[src/inc/ecc_pkg.sv]
// constants and types shared by the encoder configuration and calibration block
package ecc_pkg;
   // ---------------------------------------------------------------
   // serial frame layout
   // ---------------------------------------------------------------
   localparam int unsigned FRAME_BITS = 16;
   localparam logic [4:0]  CNT_ADDR_DONE = 5'h07;
   localparam logic [4:0]  CNT_DATA_FIRST = 5'h08;
   localparam logic [4:0]  CNT_LAST = 5'h0F;
   localparam logic [4:0]  CNT_FULL = 5'h10;
   // ---------------------------------------------------------------
   // register map and keys
   // ---------------------------------------------------------------
   localparam logic [6:0]  ADDR_CFG_HI = 7'h0B;
   localparam logic [6:0]  ADDR_CFG_LO = 7'h0C;
   localparam logic [6:0]  ADDR_UNLOCK = 7'h10;
   localparam logic [6:0]  ADDR_PROG = 7'h11;
   localparam logic [6:0]  ADDR_PAGE = 7'h14;
   localparam logic [7:0]  KEY_UNLOCK = 8'hAB;
   localparam logic [7:0]  KEY_PROG = 8'hA1;
   localparam logic [7:0]  PAGE_CFG = 8'h00;
   localparam logic [7:0]  REG_RST = 8'h00;
   // ---------------------------------------------------------------
   // fields
   // ---------------------------------------------------------------
   localparam int unsigned IWID_LSB = 6;
   localparam int unsigned INT_HI_MSB = 2;
   localparam logic [10:0] INT_MAX = 11'h400;
   localparam logic [1:0]  WID_90 = 2'h0;
   localparam logic [1:0]  WID_INVALID = 2'h2;
   // ---------------------------------------------------------------
   // nonvolatile slots
   // ---------------------------------------------------------------
   localparam logic [1:0]  NVM_HI = 2'h0;
   localparam logic [1:0]  NVM_LO = 2'h1;
   localparam logic [1:0]  NVM_TRIM = 2'h2;
   localparam logic [2:0]  BOOT_DONE = 3'h4;
   // ---------------------------------------------------------------
   // timing
   // ---------------------------------------------------------------
   localparam int unsigned CLK_MHZ = 250;
   localparam int unsigned PULSE_MS = 500;
   localparam int unsigned PULSE_CYC = PULSE_MS * 1000 * CLK_MHZ;
   localparam int unsigned DIV_W = 27;
   // ---------------------------------------------------------------
   // calibration states
   // ---------------------------------------------------------------
   typedef enum logic [2:0] {CAL_IDLE, CAL_RUN, CAL_INC, CAL_DONE, CAL_ERR} ecc_cal_t;
endpackage

[src/rtl/ecc_top.sv]
// serial configuration, calibration sequencing and status pins of the encoder
`timescale 1ns/1ps
// What this block does
// - interpolation 0..1024, bits 10:8 in index_width_and_interp_high[2:0], bits 7:0 in interp_low_byte.
// - index width field 00=90, 01=180, 11=360 degrees; 10 invalid.
// - off-scale to on-scale transition starts autocalibration.
// - calibration trims index so its centre meets channel B centre.
// - calibration pin held high while on-scale starts autocalibration.
// - with calibration pin high, A+/B+/I+ report calibration progress.
// - calibration results take effect only after the next power cycle.
// - calibration indicator pulses 500 ms while running, high when done.
// - all indicators low at power-up; operating high only when ready.
// - fault indicator high when off-scale, pulsing on high current warning.
// - off-scale fault forces A+ B+ I- high, A- B- I+ low.
// - frame is write bit, 7-bit address, 8-bit data.
module ecc_top #(
   parameter int unsigned PULSE_CYC = ecc_pkg::PULSE_CYC
) (
   // clock and reset
   input  wire logic        CLK_I,
   input  wire logic        NRST_I,
   // serial link
   input  wire logic        SCLK_I,
   input  wire logic        SPI_CS_N_I,
   input  wire logic        SDI_I,
   output logic             SDO_O,
   output logic             SDO_OE_O,
   // optical front end and calibration engine
   input  wire logic        OFFSCALE_I,
   input  wire logic        LED_WARN_I,
   input  wire logic        CAL_PIN_I,
   input  wire logic        INC_OK_I,
   input  wire logic        IDX_OK_I,
   input  wire logic        CAL_FAIL_I,
   input  wire logic [7:0]  IDX_OFS_I,
   output logic             CAL_RUN_O,
   // interpolator settings
   output logic [10:0]      INTERP_O,
   output logic [1:0]       IDX_WIDTH_O,
   output logic [7:0]       IDX_TRIM_O,
   // quadrature path
   input  wire logic        QA_I,
   input  wire logic        QB_I,
   input  wire logic        QI_I,
   output logic             A_P_O,
   output logic             A_N_O,
   output logic             B_P_O,
   output logic             B_N_O,
   output logic             I_P_O,
   output logic             I_N_O,
   // status indicators
   output logic             OPERATING_INDICATOR_O,
   output logic             CAL_STAT_O,
   output logic             ERR_STAT_O
);
   // ---------------------------------------------------------------
   // pin synchronisers
   // ---------------------------------------------------------------
   logic [3:0] meta_q;
   logic [3:0] sync_q;
   logic       sclk_prev_q;
   always_ff @(posedge CLK_I or negedge NRST_I) begin
      if (!NRST_I) begin
         meta_q      <= 4'h2;
         sync_q      <= 4'h2;
         sclk_prev_q <= 1'b0;
      end else begin
         meta_q      <= {CAL_PIN_I, SDI_I, SPI_CS_N_I, SCLK_I};
         sync_q      <= meta_q;
         sclk_prev_q <= sync_q[0];
      end
   end
   logic sclk_rise;
   logic sclk_fall;
   logic cs_act;
   logic sdi_s;
   logic calpin_s;
   assign sclk_rise = sync_q[0] & ~sclk_prev_q;
   assign sclk_fall = ~sync_q[0] & sclk_prev_q;
   assign cs_act    = ~sync_q[1];
   assign sdi_s     = sync_q[2];
   assign calpin_s  = sync_q[3];

   // ---------------------------------------------------------------
   // serial engine, registers and nonvolatile sequencing
   // ---------------------------------------------------------------
   logic [4:0]  bit_cnt_q, bit_cnt_d;
   logic [14:0] shin_q, shin_d;
   logic [7:0]  shout_q, shout_d;
   logic        sdo_q, sdo_d;
   logic        unlock_q, unlock_d;
   logic [7:0]  page_q, page_d;
   logic [7:0]  cfg_hi_q, cfg_hi_d;
   logic [7:0]  cfg_lo_q, cfg_lo_d;
   logic [1:0]  wid_q, wid_d;
   logic [2:0]  boot_q, boot_d;
   logic [1:0]  prog_q, prog_d;
   logic [7:0]  trim_act_q, trim_act_d;
   logic [7:0]  trim_new_q, trim_new_d;
   logic        trim_pend_q, trim_pend_d;
   logic        booted;
   logic        wr_stb;
   logic        cfg_ok;
   logic        prog_go;
   logic [6:0]  wr_addr;
   logic [7:0]  wr_data;
   logic [6:0]  rd_addr;
   logic [7:0]  rd_data;
   logic        nvm_we;
   logic [1:0]  nvm_wa;
   logic [7:0]  nvm_wd;
   logic [1:0]  nvm_ra;
   logic [7:0]  nvm_rd;
   ecc_pkg::ecc_cal_t cal_q, cal_d;

   assign booted  = (boot_q == ecc_pkg::BOOT_DONE);
   assign wr_addr = shin_q[13:7];
   assign wr_data = {shin_q[6:0], sdi_s};
   assign rd_addr = {shin_q[5:0], sdi_s};
   assign wr_stb  = cs_act & sclk_rise & (bit_cnt_q == ecc_pkg::CNT_LAST) & shin_q[14];
   assign cfg_ok  = unlock_q & (page_q == ecc_pkg::PAGE_CFG);
   assign prog_go = wr_stb & cfg_ok & (wr_addr == ecc_pkg::ADDR_PROG)
                    & (wr_data == ecc_pkg::KEY_PROG);

   always_comb begin
      unique case (rd_addr)
         ecc_pkg::ADDR_CFG_HI: rd_data = cfg_hi_q;
         ecc_pkg::ADDR_CFG_LO: rd_data = cfg_lo_q;
         ecc_pkg::ADDR_PAGE:   rd_data = page_q;
         default:              rd_data = ecc_pkg::REG_RST;
      endcase
   end

   always_comb begin
      bit_cnt_d   = bit_cnt_q;
      shin_d      = shin_q;
      shout_d     = shout_q;
      sdo_d       = sdo_q;
      unlock_d    = unlock_q;
      page_d      = page_q;
      cfg_hi_d    = cfg_hi_q;
      cfg_lo_d    = cfg_lo_q;
      wid_d       = wid_q;
      boot_d      = boot_q;
      prog_d      = prog_q;
      trim_act_d  = trim_act_q;
      trim_pend_d = trim_pend_q;
      nvm_we      = 1'b0;
      nvm_wa      = ecc_pkg::NVM_TRIM;
      nvm_wd      = trim_new_q;
      nvm_ra      = boot_q[1:0];
      if (!cs_act) begin
         bit_cnt_d = '0;
         sdo_d     = 1'b0;
      end else if (sclk_rise) begin
         shin_d = {shin_q[13:0], sdi_s};
         if (bit_cnt_q != ecc_pkg::CNT_FULL) begin
            bit_cnt_d = bit_cnt_q + 5'h01;
         end
         if (bit_cnt_q == ecc_pkg::CNT_ADDR_DONE) begin
            shout_d = rd_data;
         end
      end else if (sclk_fall && bit_cnt_q >= ecc_pkg::CNT_DATA_FIRST
                   && bit_cnt_q != ecc_pkg::CNT_FULL) begin
         sdo_d   = shout_q[7];
         shout_d = {shout_q[6:0], 1'b0};
      end
      if (wr_stb) begin
         unique case (wr_addr)
            ecc_pkg::ADDR_UNLOCK: unlock_d = (wr_data == ecc_pkg::KEY_UNLOCK);
            ecc_pkg::ADDR_PAGE:   page_d = wr_data;
            ecc_pkg::ADDR_CFG_HI: begin
               if (cfg_ok) begin
                  cfg_hi_d = wr_data;
                  if (wr_data[ecc_pkg::IWID_LSB+:2] != ecc_pkg::WID_INVALID) begin
                     wid_d = wr_data[ecc_pkg::IWID_LSB+:2];
                  end
               end
            end
            ecc_pkg::ADDR_CFG_LO: begin
               if (cfg_ok) begin
                  cfg_lo_d = wr_data;
               end
            end
            default: ;
         endcase
      end
      if (prog_go) begin
         prog_d = 2'h1;
      end
      if (!booted) begin
         boot_d = boot_q + 3'h1;
         unique case (boot_q)
            3'h1: cfg_hi_d = nvm_rd;
            3'h2: cfg_lo_d = nvm_rd;
            3'h3: trim_act_d = nvm_rd;
            default: ;
         endcase
         if (boot_q == 3'h1 && nvm_rd[ecc_pkg::IWID_LSB+:2] != ecc_pkg::WID_INVALID) begin
            wid_d = nvm_rd[ecc_pkg::IWID_LSB+:2];
         end
      end else if (prog_q == 2'h1) begin
         nvm_we = 1'b1;
         nvm_wa = ecc_pkg::NVM_HI;
         nvm_wd = cfg_hi_q;
         prog_d = 2'h2;
      end else if (prog_q == 2'h2) begin
         nvm_we = 1'b1;
         nvm_wa = ecc_pkg::NVM_LO;
         nvm_wd = cfg_lo_q;
         prog_d = 2'h0;
      end else if (trim_pend_q) begin
         nvm_we      = 1'b1;
         trim_pend_d = 1'b0;
      end
      if (cal_q == ecc_pkg::CAL_INC && IDX_OK_I && !CAL_FAIL_I) begin
         trim_pend_d = 1'b1;
      end
   end

   always_ff @(posedge CLK_I or negedge NRST_I) begin
      if (!NRST_I) begin
         bit_cnt_q   <= '0;
         shin_q      <= '0;
         shout_q     <= ecc_pkg::REG_RST;
         sdo_q       <= 1'b0;
         unlock_q    <= 1'b0;
         page_q      <= ecc_pkg::REG_RST;
         cfg_hi_q    <= ecc_pkg::REG_RST;
         cfg_lo_q    <= ecc_pkg::REG_RST;
         wid_q       <= ecc_pkg::WID_90;
         boot_q      <= '0;
         prog_q      <= '0;
         trim_act_q  <= ecc_pkg::REG_RST;
         trim_pend_q <= 1'b0;
      end else begin
         bit_cnt_q   <= bit_cnt_d;
         shin_q      <= shin_d;
         shout_q     <= shout_d;
         sdo_q       <= sdo_d;
         unlock_q    <= unlock_d;
         page_q      <= page_d;
         cfg_hi_q    <= cfg_hi_d;
         cfg_lo_q    <= cfg_lo_d;
         wid_q       <= wid_d;
         boot_q      <= boot_d;
         prog_q      <= prog_d;
         trim_act_q  <= trim_act_d;
         trim_pend_q <= trim_pend_d;
      end
   end

   ecc_nvm #(.W(8), .D(4)) u_nvm (
      .clk_i   (CLK_I),
      .nrst_i  (NRST_I),
      .we_i    (nvm_we),
      .waddr_i (nvm_wa),
      .wdata_i (nvm_wd),
      .raddr_i (nvm_ra),
      .rdata_o (nvm_rd)
   );

   // ---------------------------------------------------------------
   // autocalibration sequencer
   // ---------------------------------------------------------------
   logic off_prev_q, off_prev_d;
   logic arm_prev_q, arm_prev_d;
   logic cal_trig;
   assign cal_trig = booted & ((off_prev_q & ~OFFSCALE_I)
                     | (calpin_s & ~OFFSCALE_I & ~arm_prev_q));

   always_comb begin
      cal_d      = cal_q;
      trim_new_d = trim_new_q;
      off_prev_d = OFFSCALE_I;
      arm_prev_d = calpin_s & ~OFFSCALE_I;
      unique case (cal_q)
         ecc_pkg::CAL_RUN: begin
            if (CAL_FAIL_I) begin
               cal_d = ecc_pkg::CAL_ERR;
            end else if (INC_OK_I) begin
               cal_d = ecc_pkg::CAL_INC;
            end
         end
         ecc_pkg::CAL_INC: begin
            if (CAL_FAIL_I) begin
               cal_d = ecc_pkg::CAL_ERR;
            end else if (IDX_OK_I) begin
               cal_d      = ecc_pkg::CAL_DONE;
               trim_new_d = trim_act_q - IDX_OFS_I;
            end
         end
         default: begin
            if (cal_trig) begin
               cal_d = ecc_pkg::CAL_RUN;
            end
         end
      endcase
   end

   always_ff @(posedge CLK_I or negedge NRST_I) begin
      if (!NRST_I) begin
         cal_q      <= ecc_pkg::CAL_IDLE;
         trim_new_q <= ecc_pkg::REG_RST;
         off_prev_q <= 1'b0;
         arm_prev_q <= 1'b0;
      end else begin
         cal_q      <= cal_d;
         trim_new_q <= trim_new_d;
         off_prev_q <= off_prev_d;
         arm_prev_q <= arm_prev_d;
      end
   end

   // ---------------------------------------------------------------
   // pulse divider and registered pins
   // ---------------------------------------------------------------
   logic [ecc_pkg::DIV_W-1:0] div_q, div_d;
   logic blink_q, blink_d;
   logic [2:0] abi_q, abi_d;
   logic [2:0] stat_q, stat_d;
   logic cal_busy;
   logic fault;
   assign cal_busy = (cal_q == ecc_pkg::CAL_RUN) | (cal_q == ecc_pkg::CAL_INC);
   assign fault    = booted & OFFSCALE_I;

   always_comb begin
      div_d   = div_q + 1'b1;
      blink_d = blink_q;
      if (div_q == ecc_pkg::DIV_W'(PULSE_CYC - 1)) begin
         div_d   = '0;
         blink_d = ~blink_q;
      end
      abi_d = {QA_I, QB_I, QI_I};
      if (fault) begin
         abi_d = 3'h6;
      end else if (calpin_s) begin
         unique case (cal_q)
            ecc_pkg::CAL_RUN:  abi_d = 3'h0;
            ecc_pkg::CAL_INC:  abi_d = 3'h4;
            ecc_pkg::CAL_DONE: abi_d = 3'h2;
            ecc_pkg::CAL_ERR:  abi_d = 3'h6;
            default: ;
         endcase
      end
      stat_d[2] = booted & (cal_q == ecc_pkg::CAL_IDLE) & ~OFFSCALE_I & ~LED_WARN_I;
      stat_d[1] = (cal_busy & blink_q) | (cal_q == ecc_pkg::CAL_DONE);
      stat_d[0] = booted & (OFFSCALE_I | (LED_WARN_I & blink_q));
   end

   // every quadrature and status pin is a flop output or, for A-/B-/I-, its inverse, so no glitch reaches it
   always_ff @(posedge CLK_I or negedge NRST_I) begin
      if (!NRST_I) begin
         div_q   <= '0;
         blink_q <= 1'b0;
         abi_q   <= 3'h0;
         stat_q  <= 3'h0;
      end else begin
         div_q   <= div_d;
         blink_q <= blink_d;
         abi_q   <= abi_d;
         stat_q  <= stat_d;
      end
   end

   assign A_P_O       = abi_q[2];
   assign A_N_O       = ~abi_q[2];
   assign B_P_O       = abi_q[1];
   assign B_N_O       = ~abi_q[1];
   assign I_P_O       = abi_q[0];
   assign I_N_O       = ~abi_q[0];
   assign OPERATING_INDICATOR_O   = stat_q[2];
   assign CAL_STAT_O  = stat_q[1];
   assign ERR_STAT_O  = stat_q[0];
   assign SDO_O       = sdo_q;
   assign SDO_OE_O    = cs_act;
   assign CAL_RUN_O   = cal_busy;
   assign IDX_WIDTH_O = wid_q;
   assign IDX_TRIM_O  = trim_act_q;
   assign INTERP_O    = ({cfg_hi_q[ecc_pkg::INT_HI_MSB:0], cfg_lo_q} > ecc_pkg::INT_MAX)
                        ? ecc_pkg::INT_MAX : {cfg_hi_q[ecc_pkg::INT_HI_MSB:0], cfg_lo_q};
endmodule

[src/rtl/ecc_nvm.sv]
// nonvolatile configuration store, kept across resets
`timescale 1ns/1ps
module ecc_nvm #(
   parameter int unsigned W = 8,
   parameter int unsigned D = 4
) (
   // clock and reset of the read register
   input  wire logic                 clk_i,
   input  wire logic                 nrst_i,
   // write port
   input  wire logic                 we_i,
   input  wire logic [$clog2(D)-1:0] waddr_i,
   input  wire logic [W-1:0]         wdata_i,
   // read port
   input  wire logic [$clog2(D)-1:0] raddr_i,
   output logic      [W-1:0]         rdata_o
);
   // factory contents are all zero
   logic [W-1:0] mem_q [D] = '{default: '0};

   // array holds no reset so it outlives a power cycle
   always_ff @(posedge clk_i) begin
      if (we_i) begin
         mem_q[waddr_i] <= wdata_i;
      end
   end

   always_ff @(posedge clk_i or negedge nrst_i) begin
      if (!nrst_i) begin
         rdata_o <= '0;
      end else begin
         rdata_o <= mem_q[raddr_i];
      end
   end
endmodule

[config.mk]
export PLATFORM = sky130hd
export DESIGN_NAME = ecc_top
export DESIGN_NICKNAME = d
export VERILOG_FILES = /design/src/inc/ecc_pkg.sv /design/src/rtl/ecc_top.sv /design/src/rtl/ecc_nvm.sv
export SDC_FILE = /design/constraint.sdc
export NUM_CORES = 1
export LEC_CHECK = 0
export ABC_AREA = 1
export BUFFER_PORTS_ARGS = -buffer_cell sky130_fd_sc_hd__clkbuf_2
export CORE_ASPECT_RATIO = 0.5
export CORE_MARGIN = 1.5
export CORE_UTILIZATION = 40
export CTS_BUF_LIST = sky130_fd_sc_hd__clkbuf_2
export DETAILED_ROUTE_END_ITERATION = 12
export SKIP_CTS_REPAIR_TIMING = 1
export SLEW_MARGIN = 15
export SYNTH_ARGS = -nofsm -noshare
export SYNTH_HDL_FRONTEND = slang
export SYNTH_SLANG_ARGS = --single-unit
[constraint.sdc]
create_clock -name CLK_I -period 4.6 [get_ports CLK_I]
set_clock_uncertainty 0.2 [all_clocks]
set_input_delay 0.92 -clock CLK_I [delete_from_list [all_inputs] [get_ports CLK_I]]
set_output_delay 0.92 -clock CLK_I [all_outputs]
set_load 0.005 [all_outputs]
==> impl_metrics.py <==
metrics = {
    "floorplanning": {
        "row_count": 36,
        "chipHeight_um": 105,
        "die_area_um2": 21600,
        "die_w_um": 206,
        "initial_utilization": 0.416,
        "core_um2": 19900,
        "io_pins": 55,
    },
    "grt": {
        "grt_busiest_layer": "met2",
        "grt_max_degree": 95,
        "grtUsageTotal": 0.191,
        "gr-usage-met2": 0.294,
        "antenna_found_initial": 0,
        "met3_usage": 0.0446,
        "grt_overflow": 0,
        "use_met1": 0.264,
        "grt_first_pass_wirelength_um": 31900,
        "grt_pass1_vias": 6298,
    },
    "placed_design": {
        "place_hpwl_um": 13900,
        "io_buffer_count": 54,
        "gp_congestion": 0.898,
    },
    "timing": {
        "fin_crit_sh": 0.748,
        "slew_viol_final": 0,
        "tns_ns": 0,
        "holdWs_ns": 0.0917,
        "slew-limit-headroom": 0.407,
        "worst_pin_slew_ns": 0.883,
        "min_period_ns": 3.44,
        "hold_violations": 0,
        "rsz0062_at_grt": "false",
        "max_freq_mhz": 291,
        "setup_viol": 0,
    },
    "synth": {
        "synth-edff-count": 32,
        "synth-main-ff-cell": "dfrtp_1",
        "avgSynthCellArea_um2": 8.76,
        "yosys-top-cells-area": "dfrtp_1, edfxtp_1, nand2_1",
        "yosysWarnings": 0,
        "yosysTopAreaCell": "dfrtp_1",
        "synth_cell_types": 47,
        "ys_ff_latch": 166,
        "synthCells": 943,
        "synth.top_cell.area_share": 0.400,
        "syn-num-nets": 985,
        "synth-async-reset-ratio": 0.807,
        "yosysSeqAreaShare": 0.522,
        "netlist_area_um2": 8260,
    },
    "cells_and_area": {
        "syn_to_final_growth_pct": 9.92,
        "final_nets": 1049,
        "antenna_cells": 0,
        "final_common_cell": "nand2_1",
        "final_cell_mix": "nand2_1, dfrtp_1, nor2_1",
        "n_fill_cell": 1941,
        "drive_gt1_frac": 0.136,
    },
    "cts": {
        "insertion_delay_ns": 0.79,
        "tritoncts": "done",
        "clk_pin_slew_ns": 0.25,
        "clkSinkCount": 166,
        "cts_root_buf": "clkbuf_2",
        "cts_buffers": 17,
        "clock_path_buffers": 2,
        "htreeDepth": 4,
    },
    "worst_setup_path": {
        "required_ns": 3.48,
        "crit_arrival_ns": 2.32,
        "path_max_fanout": 9,
        "setup.worst_path.start_class": "flop",
        "critPathKind": "flop to output port",
        "end_kind": "output port",
    },
    "pwr": {
        "power_frac_clock": 0.264,
        "swShare": 0.331,
        "leakagePower_nw": 4.18,
        "combPwrFrac": 0.141,
        "ir_drop_mv": 0.139,
        "power_density_nw_per_um2": 318,
        "power_frac_seq": 0.596,
        "power_switching_w": 0.000958,
        "p_int_w": 0.00193,
    },
    "routing": {
        "viasPerCell": 5.00,
        "route.detailed.drc": 0,
        "drt_wl_total_um": 19100,
        "dr.pass1.iters": 5,
        "ant_nets": 0,
        "wl_per_cell_um": 14.8,
        "drt_iter0_markers": 445,
        "via_count": 6426,
    },
    "hold_path": {
        "hold_class": "primary input to flop",
    },
    "run": {
        "maxCapViolations": 0,
    },
    "run_status": {
        "status": "finished, final reports clean",
    },
}
-- per-layer routing --
metal	vias to the layer above	part of all wire
met4	0	0.017
met5	-	0
met3	24	0.044
met2	125	0.45
met1	3067	0.49
li1	3210	-
-- worst max-delay path, stage by stage (launching register included) --
cell and delay, ns:
dfrtp_1 0.41, inv_1 0.22, nand4_1 0.16, nor3_1 0.22, a21oi_1 0.24, nor2_1 0.16, clkbuf_2 0.13
-- metrics by stage --
| stage | instances | worst slack [ns] | cell area (µm²) | total power [W] | utilization |
|---|---|---|---|---|---|
| final | 1286 | 1.16 | 9080 | 0.00289 | 0.457 |
| after global routing | 1286 | 1.01 | 9080 | 0.00305 | 0.457 |
| after CTS | 1281 | 1.12 | 9030 | 0.00292 | 0.454 |
| after detailed placement | 1249 | 1.14 | 8810 | 0.00215 | 0.443 |
| after global placement | 1249 | 1.32 | 8810 | 0.00215 | 0.443 |
| after floorplan | 943 | 1.57 | 8260 | 0.00200 | - |
-- kinds of logic after synthesis --
group / after synthesis / share of synthesized area
adders and majority gates: 20 / 0.0312
DFF: 166 / 0.522
muxes: 6 / 0.00818
xor gates and xnor gates: 21 / 0.0223
and+or+nand+nor: 437 / 0.247
AOI/OAI and AO/OA: 150 / 0.0992
buffers and inverters: 143 / 0.0698
-- path summary, 6_finish.rpt --
| kind | from | end | cells past startpoint | slack [ns] |
|---|---|---|---|---|
| max | cfg_lo_q[7]$_DFF_PN0_ | INTERP_O[3] | 6 | 1.16 |
| min | LED_WARN_I | stat_q[2]$_DFF_PN0_ | 2 | 0.09 |
| max reg2reg | boot_q[0]$_DFFE_PN0N_ | u_nvm.mem_q[2][6]$_DFFE_PP_ | 5 | 1.36 |
| min reg2reg | meta_q[1]$_DFF_PN1_ | sync_q[1]$_DFF_PN1_ | 0 | 0.18 |
| max in group asynchronous | NRST_I | sync_q[1]$_DFF_PN1_ | 3 | 2.79 |
| min in group asynchronous | NRST_I | div_q[1]$_DFF_PN0_ | 2 | 0.54 |
-- layout make-up --
| cell class | count | area [µm²] | area share |
|---|---|---|---|
| flip-flops and latches | 166 | 4320 | 0.475 |
| multi-input cells | 634 | 3370 | 0.372 |
| inverters | 125 | 469 | 0.0517 |
| repair buffers | 63 | 369 | 0.0406 |
| well taps | 266 | 333 | 0.0366 |
| clock inverters | 15 | 135 | 0.0149 |
| clock buffers | 17 | 85.1 | 0.00937 |
-- cell usage after synthesis, types with 3 or more instances --
library cell  instances
nor4_1                6
dfrtp_1             132
nor3_2                3
nor2_1              122
nand4_1              17
edfxtp_1             32
nand3_1              44
clkbuf_1              9
inv_1               119
o21bai_1              3
nor3_1               18
ha_1                 19
xor2_1               16
nand3_2               4
o21ai_1              14
a21oi_1              33
nand2_1             198
o21ai_0              71
a21oi_2               3
nor2_4                6
inv_2                 4
o22ai_1              20
mux2_2                6
nand3_4               3
buf_2                 4
xnor2_1               5
-- power groups by stage --
| stage | combinational (W) | clock, W | sequential, W |
|---|---|---|---|
| floorplan | 0.000281 | 0 | 0.00172 |
| global placement | 0.000398 | 0 | 0.00175 |
| detailed placement | 0.000406 | 0 | 0.00175 |
| CTS | 0.000409 | 0.000790 | 0.00172 |
| global route | 0.000467 | 0.000847 | 0.00174 |
| finish | 0.000407 | 0.000763 | 0.00172 |
-- registers in the layout (all words and copies together) (netlist names), 4 cells and up --
signal / flops
IDX_TRIM_O: 8
bit_cnt_q: 5
cfg_hi_q: 8
cfg_lo_q: 8
div_q: 27
meta_q: 4
page_q: 8
shin_q: 15
shout_q: 8
sync_q: 4
trim_new_q: 8
u_nvm.mem_q: 32
u_nvm.rdata_o: 8
(Power assumes the default switching activity.)
